## src/verilog/bag_pkg.sv

```systemverilog
`default_nettype none
package bag_pkg;
   // Branch target forms
   typedef enum logic [2:0] {
      BAG_BR_NONE,
      BAG_BR_REL,
      BAG_BR_IMM16,
      BAG_BR_SHORT11,
      BAG_BR_TABLE,
      BAG_BR_REGPAIR
   } bag_br_mode_t;

   // Operand address forms
   typedef enum logic [3:0] {
      BAG_OP_NONE,
      BAG_OP_IMPLIED,
      BAG_OP_REG,
      BAG_OP_DIRECT,
      BAG_OP_SHORT,
      BAG_OP_SFR,
      BAG_OP_INDIRECT,
      BAG_OP_BASED,
      BAG_OP_INDEXED,
      BAG_OP_STACK
   } bag_op_mode_t;

   // Decoded request from the instruction decoder
   typedef struct packed {
      bag_br_mode_t br_mode;
      bag_op_mode_t op_mode;
      logic [15:0]  imm16;
      logic [7:0]   opcode;
      logic [2:0]   reg_code;
      logic [1:0]   pair_code;
      logic         word_op;
      logic [15:0]  next_pc;
   } bag_req_t;

   // Register file view
   typedef struct packed {
      logic [15:0] accumulator_pair;
      logic [15:0] pointer_pair;
      logic [15:0] base_pair;
      logic [7:0]  reg_b;
      logic [7:0]  reg_c;
      logic [15:0] stack_ptr;
   } bag_regs_t;

   // Operand address result
   typedef struct packed {
      logic [15:0] addr;
      logic [1:0]  bank;
      logic [2:0]  reg_sel;
      logic        is_reg;
      logic        fault;
   } bag_opnd_t;

   localparam logic [15:0] BAG_SHORT11_BASE = 16'h0800;
   localparam logic [15:0] BAG_TABLE_BASE   = 16'h0040;
   localparam logic [15:0] BAG_TABLE_END    = 16'h007f;
   localparam logic [15:0] BAG_SADDR_LO     = 16'hfe20;
   localparam logic [15:0] BAG_SADDR_HI     = 16'hff1f;
   localparam logic [7:0]  BAG_SADDR_SPLIT  = 8'h20;
   localparam logic [6:0]  BAG_UPPER_ONES   = 7'h7f;
   localparam logic [7:0]  BAG_SFR_HIGH     = 8'hff;
   localparam logic [7:0]  BAG_SFR_GAP_LO   = 8'hd0;
   localparam logic [7:0]  BAG_SFR_GAP_HI   = 8'hdf;
   localparam logic [15:0] BAG_HSRAM_LO     = 16'hfb00;
   localparam logic [15:0] BAG_HSRAM_HI     = 16'hfeff;
   localparam logic [2:0]  BAG_REG_X        = 3'h0;
   localparam logic [2:0]  BAG_REG_A        = 3'h1;
   localparam logic [1:0]  BAG_RP_ACC       = 2'h0;
   localparam int          BAG_SIGN_BIT     = 7;
endpackage
`default_nettype wire

```

## src/verilog/bag_addr_gen.sv

```systemverilog
`default_nettype none
// Summary of operation
// - Relative branch: next instruction address plus signed byte displacement.
// - Displacement upper bits copy the sign bit.
// - Sixteen-bit immediate call or branch loads immediate straight into PC.
// - Short call target lies in 0800H..0FFFH from 11-bit field.
// - Table call: opcode bits 1..5 pick entry in 0040H..007FH table.
// - Register jump copies accumulator pair into PC.
// - Multiply, divide, decimal adjust, digit rotate use accumulator implicitly.
// - Register operands chosen by 3-bit or pair code within selected bank.
// - Byte registers numbered 0..7, pairs 0..3 from adjacent bytes.
// - Direct addressing uses 16-bit immediate as operand address.
// - Short direct window spans FE20H..FF1FH, RAM then special registers.
// - Short direct bit 8 set when immediate below 20H; upper bits ones.
// - Short direct word operands only at even addresses.
// - Special register space FF00H..FFCFH and FFE0H..FFFFH, words even only.
// - Indirect uses pointer or base pair of the selected bank.
// - Based: zero-extended offset plus base pair, carry dropped.
// - Based indexed: zero-extended B or C plus base pair, carry dropped.
// - Stack accesses use stack pointer; addresses outside high-speed RAM pass through flagged as fault.
module bag_addr_gen
   import bag_pkg::*;
(
   input  wire logic      clk,
   input  wire logic      resetn,
   input  wire logic      req_valid,
   input  wire bag_req_t  req,
   input  wire bag_regs_t regs,
   input  wire logic      bank_select_lo,
   input  wire logic      bank_select_hi,
   input  wire logic      mem_rd_valid,
   input  wire logic [7:0] mem_rd_data,
   output logic           busy,
   output logic           pc_load,
   output logic [15:0]    pc_value,
   output logic           opnd_valid,
   output bag_opnd_t      opnd,
   output logic           tbl_rd_req,
   output logic [15:0]    tbl_rd_addr
);

   typedef enum logic [1:0] {BAG_IDLE, BAG_TLO, BAG_THI} bag_state_t;

   bag_state_t  state_reg;
   logic [15:0] tbl_ptr_reg;
   logic [7:0]  tbl_lo_reg;
   logic [15:0] rel_ext;
   logic [15:0] br_target;
   logic        br_now;
   bag_opnd_t   opnd_next;
   logic [15:0] tbl_entry;

   // Sign extension of the displacement
   assign rel_ext = {{8{req.imm16[BAG_SIGN_BIT]}}, req.imm16[7:0]};
   // Entry address from opcode bits 1..5, always inside the vector table
   assign tbl_entry = BAG_TABLE_BASE | {10'h000, req.opcode[5:1], 1'b0};

   // Direct branch targets, computed in one cycle
   always_comb begin
      br_target = 16'h0000;
      br_now    = 1'b0;
      case (req.br_mode)
         BAG_BR_REL: begin
            br_target = 16'(req.next_pc + rel_ext);
            br_now    = 1'b1;
         end
         BAG_BR_IMM16: begin
            br_target = req.imm16;
            br_now    = 1'b1;
         end
         BAG_BR_SHORT11: begin
            br_target = BAG_SHORT11_BASE | {5'h00, req.imm16[10:0]};
            br_now    = 1'b1;
         end
         BAG_BR_REGPAIR: begin
            br_target = regs.accumulator_pair;
            br_now    = 1'b1;
         end
         default: begin
            br_target = 16'h0000;
            br_now    = 1'b0;
         end
      endcase
   end

   // Operand address forming
   always_comb begin
      opnd_next         = '0;
      opnd_next.bank    = {bank_select_hi, bank_select_lo};
      case (req.op_mode)
         BAG_OP_IMPLIED: begin
            // Accumulator byte, or the pair for word divide and products
            opnd_next.is_reg  = 1'b1;
            opnd_next.reg_sel = req.word_op ? {BAG_RP_ACC, 1'b0} : BAG_REG_A;
         end
         BAG_OP_REG: begin
            opnd_next.is_reg  = 1'b1;
            // Pair n is byte registers 2n and 2n+1
            opnd_next.reg_sel = req.word_op ? {req.pair_code, 1'b0} : req.reg_code;
         end
         BAG_OP_DIRECT: begin
            opnd_next.addr = req.imm16;
         end
         BAG_OP_SHORT: begin
            opnd_next.addr = {BAG_UPPER_ONES, (req.imm16[7:0] < BAG_SADDR_SPLIT),
                              req.imm16[7:0]};
            opnd_next.fault = req.word_op & req.imm16[0];
         end
         BAG_OP_SFR: begin
            opnd_next.addr  = {BAG_SFR_HIGH, req.imm16[7:0]};
            // Gap D0H..DFH is not reachable this way
            opnd_next.fault = (req.imm16[7:0] >= BAG_SFR_GAP_LO &&
                               req.imm16[7:0] <= BAG_SFR_GAP_HI) |
                              (req.word_op & req.imm16[0]);
         end
         BAG_OP_INDIRECT: begin
            opnd_next.addr = req.pair_code[0] ? regs.base_pair : regs.pointer_pair;
         end
         BAG_OP_BASED: begin
            opnd_next.addr = 16'(regs.base_pair + {8'h00, req.imm16[7:0]});
         end
         BAG_OP_INDEXED: begin
            opnd_next.addr = 16'(regs.base_pair +
                                 {8'h00, req.reg_code[0] ? regs.reg_b : regs.reg_c});
         end
         BAG_OP_STACK: begin
            opnd_next.addr  = regs.stack_ptr;
            // Flag stack pointers outside high-speed RAM; the address still passes through
            opnd_next.fault = (regs.stack_ptr < BAG_HSRAM_LO) ||
                              (regs.stack_ptr > BAG_HSRAM_HI);
         end
         default: begin
            opnd_next = '0;
         end
      endcase
   end

   // Table walk sequencer: two byte reads, low then high
   always_ff @(posedge clk) begin
      if (!resetn) begin
         state_reg   <= BAG_IDLE;
         tbl_ptr_reg <= 16'h0000;
         tbl_lo_reg  <= 8'h00;
      end else begin
         case (state_reg)
            BAG_IDLE: begin
               if (req_valid && req.br_mode == BAG_BR_TABLE) begin
                  tbl_ptr_reg <= tbl_entry;
                  state_reg   <= BAG_TLO;
               end
            end
            BAG_TLO: begin
               if (mem_rd_valid) begin
                  tbl_lo_reg  <= mem_rd_data;
                  tbl_ptr_reg <= 16'(tbl_ptr_reg + 16'h0001);
                  state_reg   <= BAG_THI;
               end
            end
            BAG_THI: begin
               if (mem_rd_valid) begin
                  state_reg <= BAG_IDLE;
               end
            end
            default: begin
               state_reg <= BAG_IDLE;
            end
         endcase
      end
   end

   // Table read strobe and address, registered
   always_ff @(posedge clk) begin
      if (!resetn) begin
         tbl_rd_req  <= 1'b0;
         tbl_rd_addr <= 16'h0000;
      end else begin
         tbl_rd_req  <= 1'b0;
         if (state_reg == BAG_IDLE && req_valid && req.br_mode == BAG_BR_TABLE) begin
            tbl_rd_req  <= 1'b1;
            tbl_rd_addr <= tbl_entry;
         end else if (state_reg == BAG_TLO && mem_rd_valid) begin
            tbl_rd_req  <= 1'b1;
            tbl_rd_addr <= 16'(tbl_ptr_reg + 16'h0001);
         end
      end
   end

   // Program counter load, one-cycle pulse
   always_ff @(posedge clk) begin
      if (!resetn) begin
         pc_load  <= 1'b0;
         pc_value <= 16'h0000;
      end else begin
         pc_load <= 1'b0;
         if (state_reg == BAG_IDLE && req_valid && br_now) begin
            pc_load  <= 1'b1;
            pc_value <= br_target;
         end else if (state_reg == BAG_THI && mem_rd_valid) begin
            pc_load  <= 1'b1;
            pc_value <= {mem_rd_data, tbl_lo_reg};
         end
      end
   end

   // Operand result, one-cycle valid
   always_ff @(posedge clk) begin
      if (!resetn) begin
         opnd_valid <= 1'b0;
         opnd       <= '0;
      end else begin
         opnd_valid <= 1'b0;
         if (state_reg == BAG_IDLE && req_valid && req.op_mode != BAG_OP_NONE) begin
            opnd_valid <= 1'b1;
            opnd       <= opnd_next;
         end
      end
   end

   // Busy while a table walk is running; new requests are ignored then
   always_ff @(posedge clk) begin
      if (!resetn) begin
         busy <= 1'b0;
      end else begin
         busy <= (state_reg == BAG_IDLE) ? (req_valid && req.br_mode == BAG_BR_TABLE)
                                         : !(state_reg == BAG_THI && mem_rd_valid);
      end
   end
endmodule // bag_addr_gen
`default_nettype wire

```

## config.mk

```make
export PLATFORM = sky130hd
export DESIGN_NAME = bag_addr_gen
export DESIGN_NICKNAME = d
export VERILOG_FILES = /design/src/verilog/bag_pkg.sv /design/src/verilog/bag_addr_gen.sv
export SDC_FILE = /design/constraint.sdc
export NUM_CORES = 1
export LEC_CHECK = 0
export ABC_AREA = 1
export ABC_CLOCK_PERIOD_IN_PS = 3200
export BUFFER_PORTS_ARGS = -buffer_cell sky130_fd_sc_hd__buf_2
export CORE_ASPECT_RATIO = 0.9
export CORE_MARGIN = 2
export CORE_UTILIZATION = 52
export CTS_CLUSTER_SIZE = 28
export DETAILED_ROUTE_END_ITERATION = 7
export PLACE_DENSITY = 0.92
export SLEW_MARGIN = 20
export SYNTH_ARGS = -nofsm -noshare
export SYNTH_HDL_FRONTEND = slang
export SYNTH_SLANG_ARGS = --single-unit
```

## constraint.sdc

```tcl
create_clock -name clk -period 3.2 [get_ports clk]
set_input_delay 0.32 -clock clk [delete_from_list [all_inputs] [get_ports clk]]
set_output_delay 0.32 -clock clk [all_outputs]
set_load 0.05 [all_outputs]
```

==> results of run 1 <==
[final timing paths]
path,start,endpoint,slack [ns],cells after the start
setup / recovery,req[47],opnd[21]$_SDFFE_PN0P_,0.75,19
setup reg to reg,state_reg[1]$_SDFFE_PN0P_,pc_value[8]$_SDFFE_PN0P_,1.20,11
hold / removal,bank_select_lo,opnd[5]$_SDFFE_PN0P_,0.23,3
hold reg to reg,tbl_lo_reg[6]$_SDFFE_PN0P_,tbl_lo_reg[6]$_SDFFE_PN0P_,0.45,2
[worst min-delay path: cells and delay by family]
| kind | cells | cell delay (ns) |
|---|---|---|
| buffers and inverters | 1 | 0.10 |
| AOI/OAI and AO/OA | 1 | 0.05 |
| and+or+nand+nor | 1 | 0.05 |
[cell type report]
cell class / count / area share (%)
inverter: 116 / 5.79
sequential: 85 / 22.4
multi-input combinational: 776 / 51.8
tap: 156 / 2.57
clock buffer: 9 / 2.96
timing repair buffer: 208 / 13.9
clock inverter: 6 / 0.625
[cells in the mapped netlist (all sizes together) (2+ instances only)]
library cell,number,area [um2]
nand4,11,75.1
fa,2,40.0
a21o,2,15.0
xnor2,4,35.0
a31oi,9,56.3
dfxtp,85,1700
nand3b,8,60.1
o211ai,7,52.6
nand2,319,1220
o21bai,2,15.0
mux2i,2,20.0
or2,10,62.6
ha,24,300
o21ai,54,274
a221oi,2,23.8
inv,116,440
o221ai,2,17.5
a22oi,2,15.0
xor2,6,52.6
a21oi,105,541
nor4,4,31.3
clkbuf,15,56.3
a41oi,3,26.3
nor3,10,71.3
buf,15,100
nand3,85,435
nor2,87,367
a211oi,7,57.6
[metal layers]
layer | part of all wire [%] | global-route usage (%)
met1 | 41 | 41.1
met5 | 0 | 0
met3 | 11 | 6.83
met2 | 44 | 52.4
met4 | 4.0 | 13.2
[where the power goes]
| part | internal (W) | leakage (nW) | switching (W) | total (W) |
|---|---|---|---|---|
| Clock | 0.000529 | 0.121 | 0.000483 | 0.00101 |
| Combinational | 0.000268 | 3.13 | 0.000564 | 0.000832 |
| Sequential | 0.00110 | 0.691 | 0.0000257 | 0.00112 |
[kinds of logic after synthesis]
| kind of cell | share of synthesized area, % |
|---|---|
| AOI/OAI and AO/OA | 18.5 |
| xor gates and xnor gates | 1.40 |
| adders and majority gates | 5.46 |
| buffers and inverters | 9.57 |
| DFF | 27.3 |
| muxes | 0.321 |
| and+or+nand+nor | 37.4 |
[per-stage QoR]
stage / area [um2] / std cells / util [%] / setup WS (ns) / power [W]
3_3_place_gp: 7330 / 1341 / 63.4 / 0.498 / 0.00195
4_1_cts: 7600 / 1356 / 65.7 / 0.763 / 0.00294
3_5_place_dp: 7330 / 1341 / 63.4 / 0.450 / 0.00196
2_1_floorplan: 6240 / 1007 / - / 0.630 / 0.00169
6_report: 7600 / 1356 / 65.7 / 0.745 / 0.00297
5_1_grt: 7600 / 1356 / 65.7 / 0.467 / 0.00309
==> run_results.csv, run 1 <==
group,metric,value,unit
synth,synth-seq-cells,85,
clock_network,cts_hold_buf,0,
power_and_ir_drop,irDropWorstVdd,0.302,mV
clock_network,clock_latency,0.34,ns
flow_run,drv_cap,0,
layout,diodes,0,
clock_network,clock_path_buffers,2,
min_path,hold_path_class,"in2reg",
floorplan,fp.dieArea,0.0129,mm2
synth,ys_seq_area_share,27.3,%
timing,timing.hold.ws,0.231,ns
timing,setup_viol,0,
critical_path,path_class,"in2reg",
floorplan,die_w,119,um
power_and_ir_drop,cellPowerDensity,390,mW/mm2
layout,most-common-layout-cells,"nand2_1, buf_2, a21oi_1, inv_1, dfxtp_1",
synth,synth_flop_cell,"dfxtp_1",
global_route,grt_max_degree,34,
critical_path,cp_max_fo,13,
global_route,antenna_found_initial,0,
clock_network,clock-sinks,85,
run_status,status,"complete, no violations",
critical_path,worstPathArrival,2.64,ns
critical_path,critPathMaxStageDelay,0.40,ns
global_route,grt-ovfl-total,0,
synth,synth_edf_count,0,
global_route,grt_usage,32.0,%
clock_network,numCtsBuffers,9,
critical_path,path_buf_inv,5,
detailed_routing,wl_per_cell,15.5,um
global_route,grt_pass1_wl,33.0,mm
synth,postSynth.asyncResetShare,0,%
timing,slew_viol_final,0,
layout,largest_reg_flops,23,
floorplan,die_h,108,um
detailed_routing,drc,0,
layout,drive_above_1_share,23.4,%
critical_path,cp_cell_sequence,"buf_2 -> inv_2 -> nand3_2 -> nor2_4 -> buf_4 -> a31oi_1 -> ha_1 -> inv_1 -> fa_1 -> inv_1 -> nand3_1 -> nand2_1 -> nand3_1 -> nand2_1 -> nand3_1 -> nand3_1 -> nand2_1 -> nand2_1 -> a21oi_1",
synth,postSynthCellCount,1007,
timing,fin_crit_sh,76.7,%
layout,top_register,"opnd",
layout,regArea,0.00170,mm2
clock_network,cts_resized,0,
timing,fin_crit,2.45,ns
layout,fillers,1040,
timing,tightest_slew,0.763,ns
floorplan,io_pins,206,
synth,yosysUniqueCellTypes,58,
layout,multi_input_area,0.00394,mm2
timing,hold_viol,0,
clock_network,h-tree-depth,3,
detailed_routing,first_iter_violations,930,
timing,timing.fmax,407,MHz
detailed_routing,viasPerCell,5.61,
synth,yosysWarnings,0,
place,port_buffers,202,
clock_network,cts_tree,"built",
timing,setup_tns,0,ns
layout,nets,1369,
critical_path,worstSetupStartpointType,"input pin",
floorplan,rows,37,
floorplan,initial_utilization,53.9,%
detailed_routing,num_vias,7609,
clock_network,cts.clk_slew.worst_paths,0.07,ns
clock_network,post-cts-setup-buffer-count,0,
critical_path,critical_path.top_delay_family,"simple AND/OR/NAND/NOR gates",
critical_path,cp-end-kind,"flop",
timing,fin_skew,0.00535,ns
floorplan,core_area,0.0116,mm2
global_route,grt_pass1_vias,6999,
detailed_routing,ant_nets,0,
detailed_routing,dr.pass1.iters,6,
synth,syn_avg_cell_area,6.19,um2
place,place_hpwl,16.2,mm
synth,synth_area,0.00624,mm2
synth,syn-num-nets,1180,
clock_network,clockRootBuffer,"clkbuf_16",
detailed_routing,wl,21.0,mm
critical_path,cpMaxStageDelayCell,"fa_1",
timing,relSlewSlack,49.1,%
timing,rsz0062_at_grt,"no",
critical_path,critPathRequiredTime,3.39,ns
layout,area_growth,21.9,%
place,gp_congestion,0.956,
layout,mostFrequentLayoutCell,"nand2_1",
power_and_ir_drop,p_leak,3.95,nW
(Power assumes the default switching activity.)
==> run 2, diff against run 1 <==
--- a/config.mk
+++ b/config.mk
@@ -5,15 +5,15 @@
 export SDC_FILE = /design/constraint.sdc
 export NUM_CORES = 1
 export LEC_CHECK = 0
-export ABC_AREA = 1
-export ABC_CLOCK_PERIOD_IN_PS = 3200
+export ABC_AREA = 0
+export ABC_CLOCK_PERIOD_IN_PS = 2100
 export BUFFER_PORTS_ARGS = -buffer_cell sky130_fd_sc_hd__buf_2
 export CORE_ASPECT_RATIO = 0.9
 export CORE_MARGIN = 2
-export CORE_UTILIZATION = 52
+export CORE_UTILIZATION = 47
 export CTS_CLUSTER_SIZE = 28
 export DETAILED_ROUTE_END_ITERATION = 7
-export PLACE_DENSITY = 0.92
+export PLACE_DENSITY = 0.88
 export SLEW_MARGIN = 20
 export SYNTH_ARGS = -nofsm -noshare
 export SYNTH_HDL_FRONTEND = slang
==> constraint.sdc (replaced) <==
create_clock -name clk -period 2.1 [get_ports clk]
set_input_delay 0.21 -clock clk [delete_from_list [all_inputs] [get_ports clk]]
set_output_delay 0.21 -clock clk [all_outputs]
set_load 0.05 [all_outputs]
==> run_results.csv, run 2 <==
group,metric,value,unit
min_path,hold_path_class,"in2reg",
layout,most-common-layout-cells,"buf_2, nand2_1, dfxtp_1, buf_4, nor2_1",
floorplan,fp.dieArea,0.0141,mm2
timing,fin_skew,0.00733,ns
timing,tightest_slew,0.825,ns
critical_path,path_buf_inv,3,
place,place_area,0.00780,mm2
timing,relSlewSlack,45.0,%
clock_network,numCtsBuffers,9,
synth,synth_edf_count,0,
detailed_routing,viasPerCell,5.99,
synth,synth_most_common_cell,"nand2_1",
clock_network,clock_path_buffers,2,
timing,setup_viol,6,
place,place_hpwl,16.5,mm
floorplan,rows,39,
place,gp_congestion,1.00,
detailed_routing,wl_per_cell,17.6,um
critical_path,cp_max_fo,6,
clock_network,cts_tree,"built",
synth,syn-num-nets,982,
critical_path,cp_cell_sequence,"buf_6 -> nor4b_4 -> buf_6 -> nor2_4 -> a21oi_2 -> ha_2 -> inv_2 -> fa_2 -> nor2b_4 -> o2111ai_2 -> and3_4 -> nor3_2 -> xnor2_1 -> o221ai_1",
synth,syn_avg_cell_area,7.66,um2
floorplan,initial_utilization,48.5,%
global_route,antenna_found_initial,5,
synth,yosysUniqueCellTypes,72,
layout,largest_reg_flops,23,
synth,ys_seq_area_share,27.4,%
synth,postSynthCellCount,809,
power_and_ir_drop,cellPowerDensity,595,mW/mm2
global_route,grt-ovfl-total,0,
layout,mostFrequentLayoutCell,"buf_2",
clock_network,clockRootBuffer,"clkbuf_16",
clock_network,clock_latency,0.35,ns
place,port_buffers,202,
floorplan,die_h,113,um
floorplan,io_pins,206,
detailed_routing,num_vias,7369,
detailed_routing,dr.pass1.iters,6,
power_and_ir_drop,power,0.00498,W
synth,ys_top_cells_by_area,"dfxtp_1, a21oi_1, nand2_1, nor2_1, ha_1",
layout,nets,1231,
critical_path,critPathMostFrequentCell,"buf_6",
layout,fillers,1113,
layout,finalNonFillerCells,1231,
floorplan,core_area,0.0128,mm2
timing,fin_crit,2.27,ns
synth,synth_top_area_share,27.4,%
clock_network,cts_hold_buf,0,
timing,rsz0062_at_grt,"yes",
timing,hold_viol,0,
global_route,grt_max_degree,39,
timing,timing.fmax,440,MHz
synth,synth-seq-cells,85,
place,place_ws,-0.625,ns
layout,top_register,"opnd",
layout,design_area,0.00837,mm2
synth,postSynth.asyncResetShare,0,%
synth,yosysWarnings,0,
synth,synth_flop_cell,"dfxtp_1",
timing,fin_crit_sh,108,%
critical_path,cpMaxStageDelayCell,"fa_2",
global_route,grt_pass1_vias,6797,
power_and_ir_drop,p_leak,3.65,nW
place,dp.cells,1203,
clock_network,h-tree-depth,3,
clock_network,clock-sinks,85,
detailed_routing,wl,21.7,mm
synth,synthTopCellsByCount,"nand2_1, dfxtp_1, nor2_1",
critical_path,critPathMaxStageDelay,0.37,ns
detailed_routing,drc,0,
synth,synth.largest_area_cell,"dfxtp_1",
critical_path,worstSetupStartpointType,"input pin",
critical_path,critPathRequiredTime,2.31,ns
timing,slew_viol_final,0,
timing,fin_ws,-0.172,ns
detailed_routing,first_iter_violations,595,
run_status,status,"complete, but fails checks",
critical_path,cp-end-kind,"flop",
critical_path,reg2reg_slack,0.19,ns
critical_path,critical_path.top_delay_family,"simple AND/OR/NAND/NOR gates",
detailed_routing,ant_nets,0,
clock_network,cts.clk_slew.worst_paths,0.06,ns
critical_path,path_class,"in2reg",
floorplan,die_w,125,um
timing,timing.hold.ws,0.104,ns
layout,area_growth,35.0,%
layout,drive_above_1_share,34.5,%
flow_run,drv_cap,0,
run_status,violations,"negative setup slack",
critical_path,worstPathArrival,2.48,ns
power_and_ir_drop,irDropWorstVdd,0.471,mV
global_route,grt_usage,29.7,%
global_route,grt_pass1_wl,34.1,mm
synth,synth_area,0.00620,mm2
## run 2: metrics by stage
stage / TNS, ns / utilization, %
after floorplan: -5.30 / -
after global placement: -6.94 / 61.0
after detailed placement: -7.83 / 61.0
after CTS: -0.738 / 64.2
after global routing: -1.62 / 65.5
final: -0.692 / 65.5
## run 2: worst min-delay path, cell delays in order
cell     delay, ns
buf_2         0.08
a22oi_1       0.05
nor2_1        0.08
## run 2: what timing repair did
action / CTS / global route
pin swaps: 12 / 18
gates resized for setup: 11 / 30
endpoints found under the hold margin: 0 / 0
setup buffers: 6 / 3
endpoints found under the setup margin: 11 / 18
## run 2: per-layer routing
layer	GRT usage (%)	up-vias	routed length (um)
li1	-	3500	-
met1	38.4	3403	8970
met2	48.2	400	9770
met3	7.19	64	2110
met4	12.0	2	784
met5	0	-	13
## run 2: worst paths after layout
| check | startpoint | endpoint | cells after the start |
|---|---|---|---|
| max | req[48] | opnd[21]$_SDFFE_PN0P_ | 14 |
| min | bank_select_lo | opnd[5]$_SDFFE_PN0P_ | 3 |
| max reg2reg | state_reg[0]$_SDFFE_PN0P_ | pc_value[13]$_SDFFE_PN0P_ | 7 |
| min reg2reg | tbl_lo_reg[3]$_SDFFE_PN0P_ | tbl_lo_reg[3]$_SDFFE_PN0P_ | 2 |
## run 2: report_power, final
part           total, W  leakage (nW)  switching (W)  internal, W
Combinational   0.00152          2.81       0.000902     0.000619
Sequential      0.00172         0.691      0.0000406      0.00168
Clock           0.00174         0.154       0.000692      0.00105
## run 2: logic make-up after synthesis
logic type,count (synthesis),share of synthesized area (%)
AO/OA/AOI/OAI,266,28.5
XOR/XNOR,31,4.38
adder cells (fa/ha/maj),26,5.49
buffers and inverters,74,5.45
flip-flops,85,27.4
multiplexers,30,5.08
AND/OR/NAND/NOR,297,23.7
## run 2: cell type report
cell class	count	area [um2]	share of cell area, %
Antenna cell	4	10.0	0.120
Clock buffer	11	233	2.78
Clock inverter	5	82.6	0.987
Inverter	19	71.3	0.852
Multi-Input combinational cell	650	4330	51.8
Sequential cell	85	1700	20.3
Tap cell	164	205	2.45
Timing Repair Buffer	293	1730	20.7
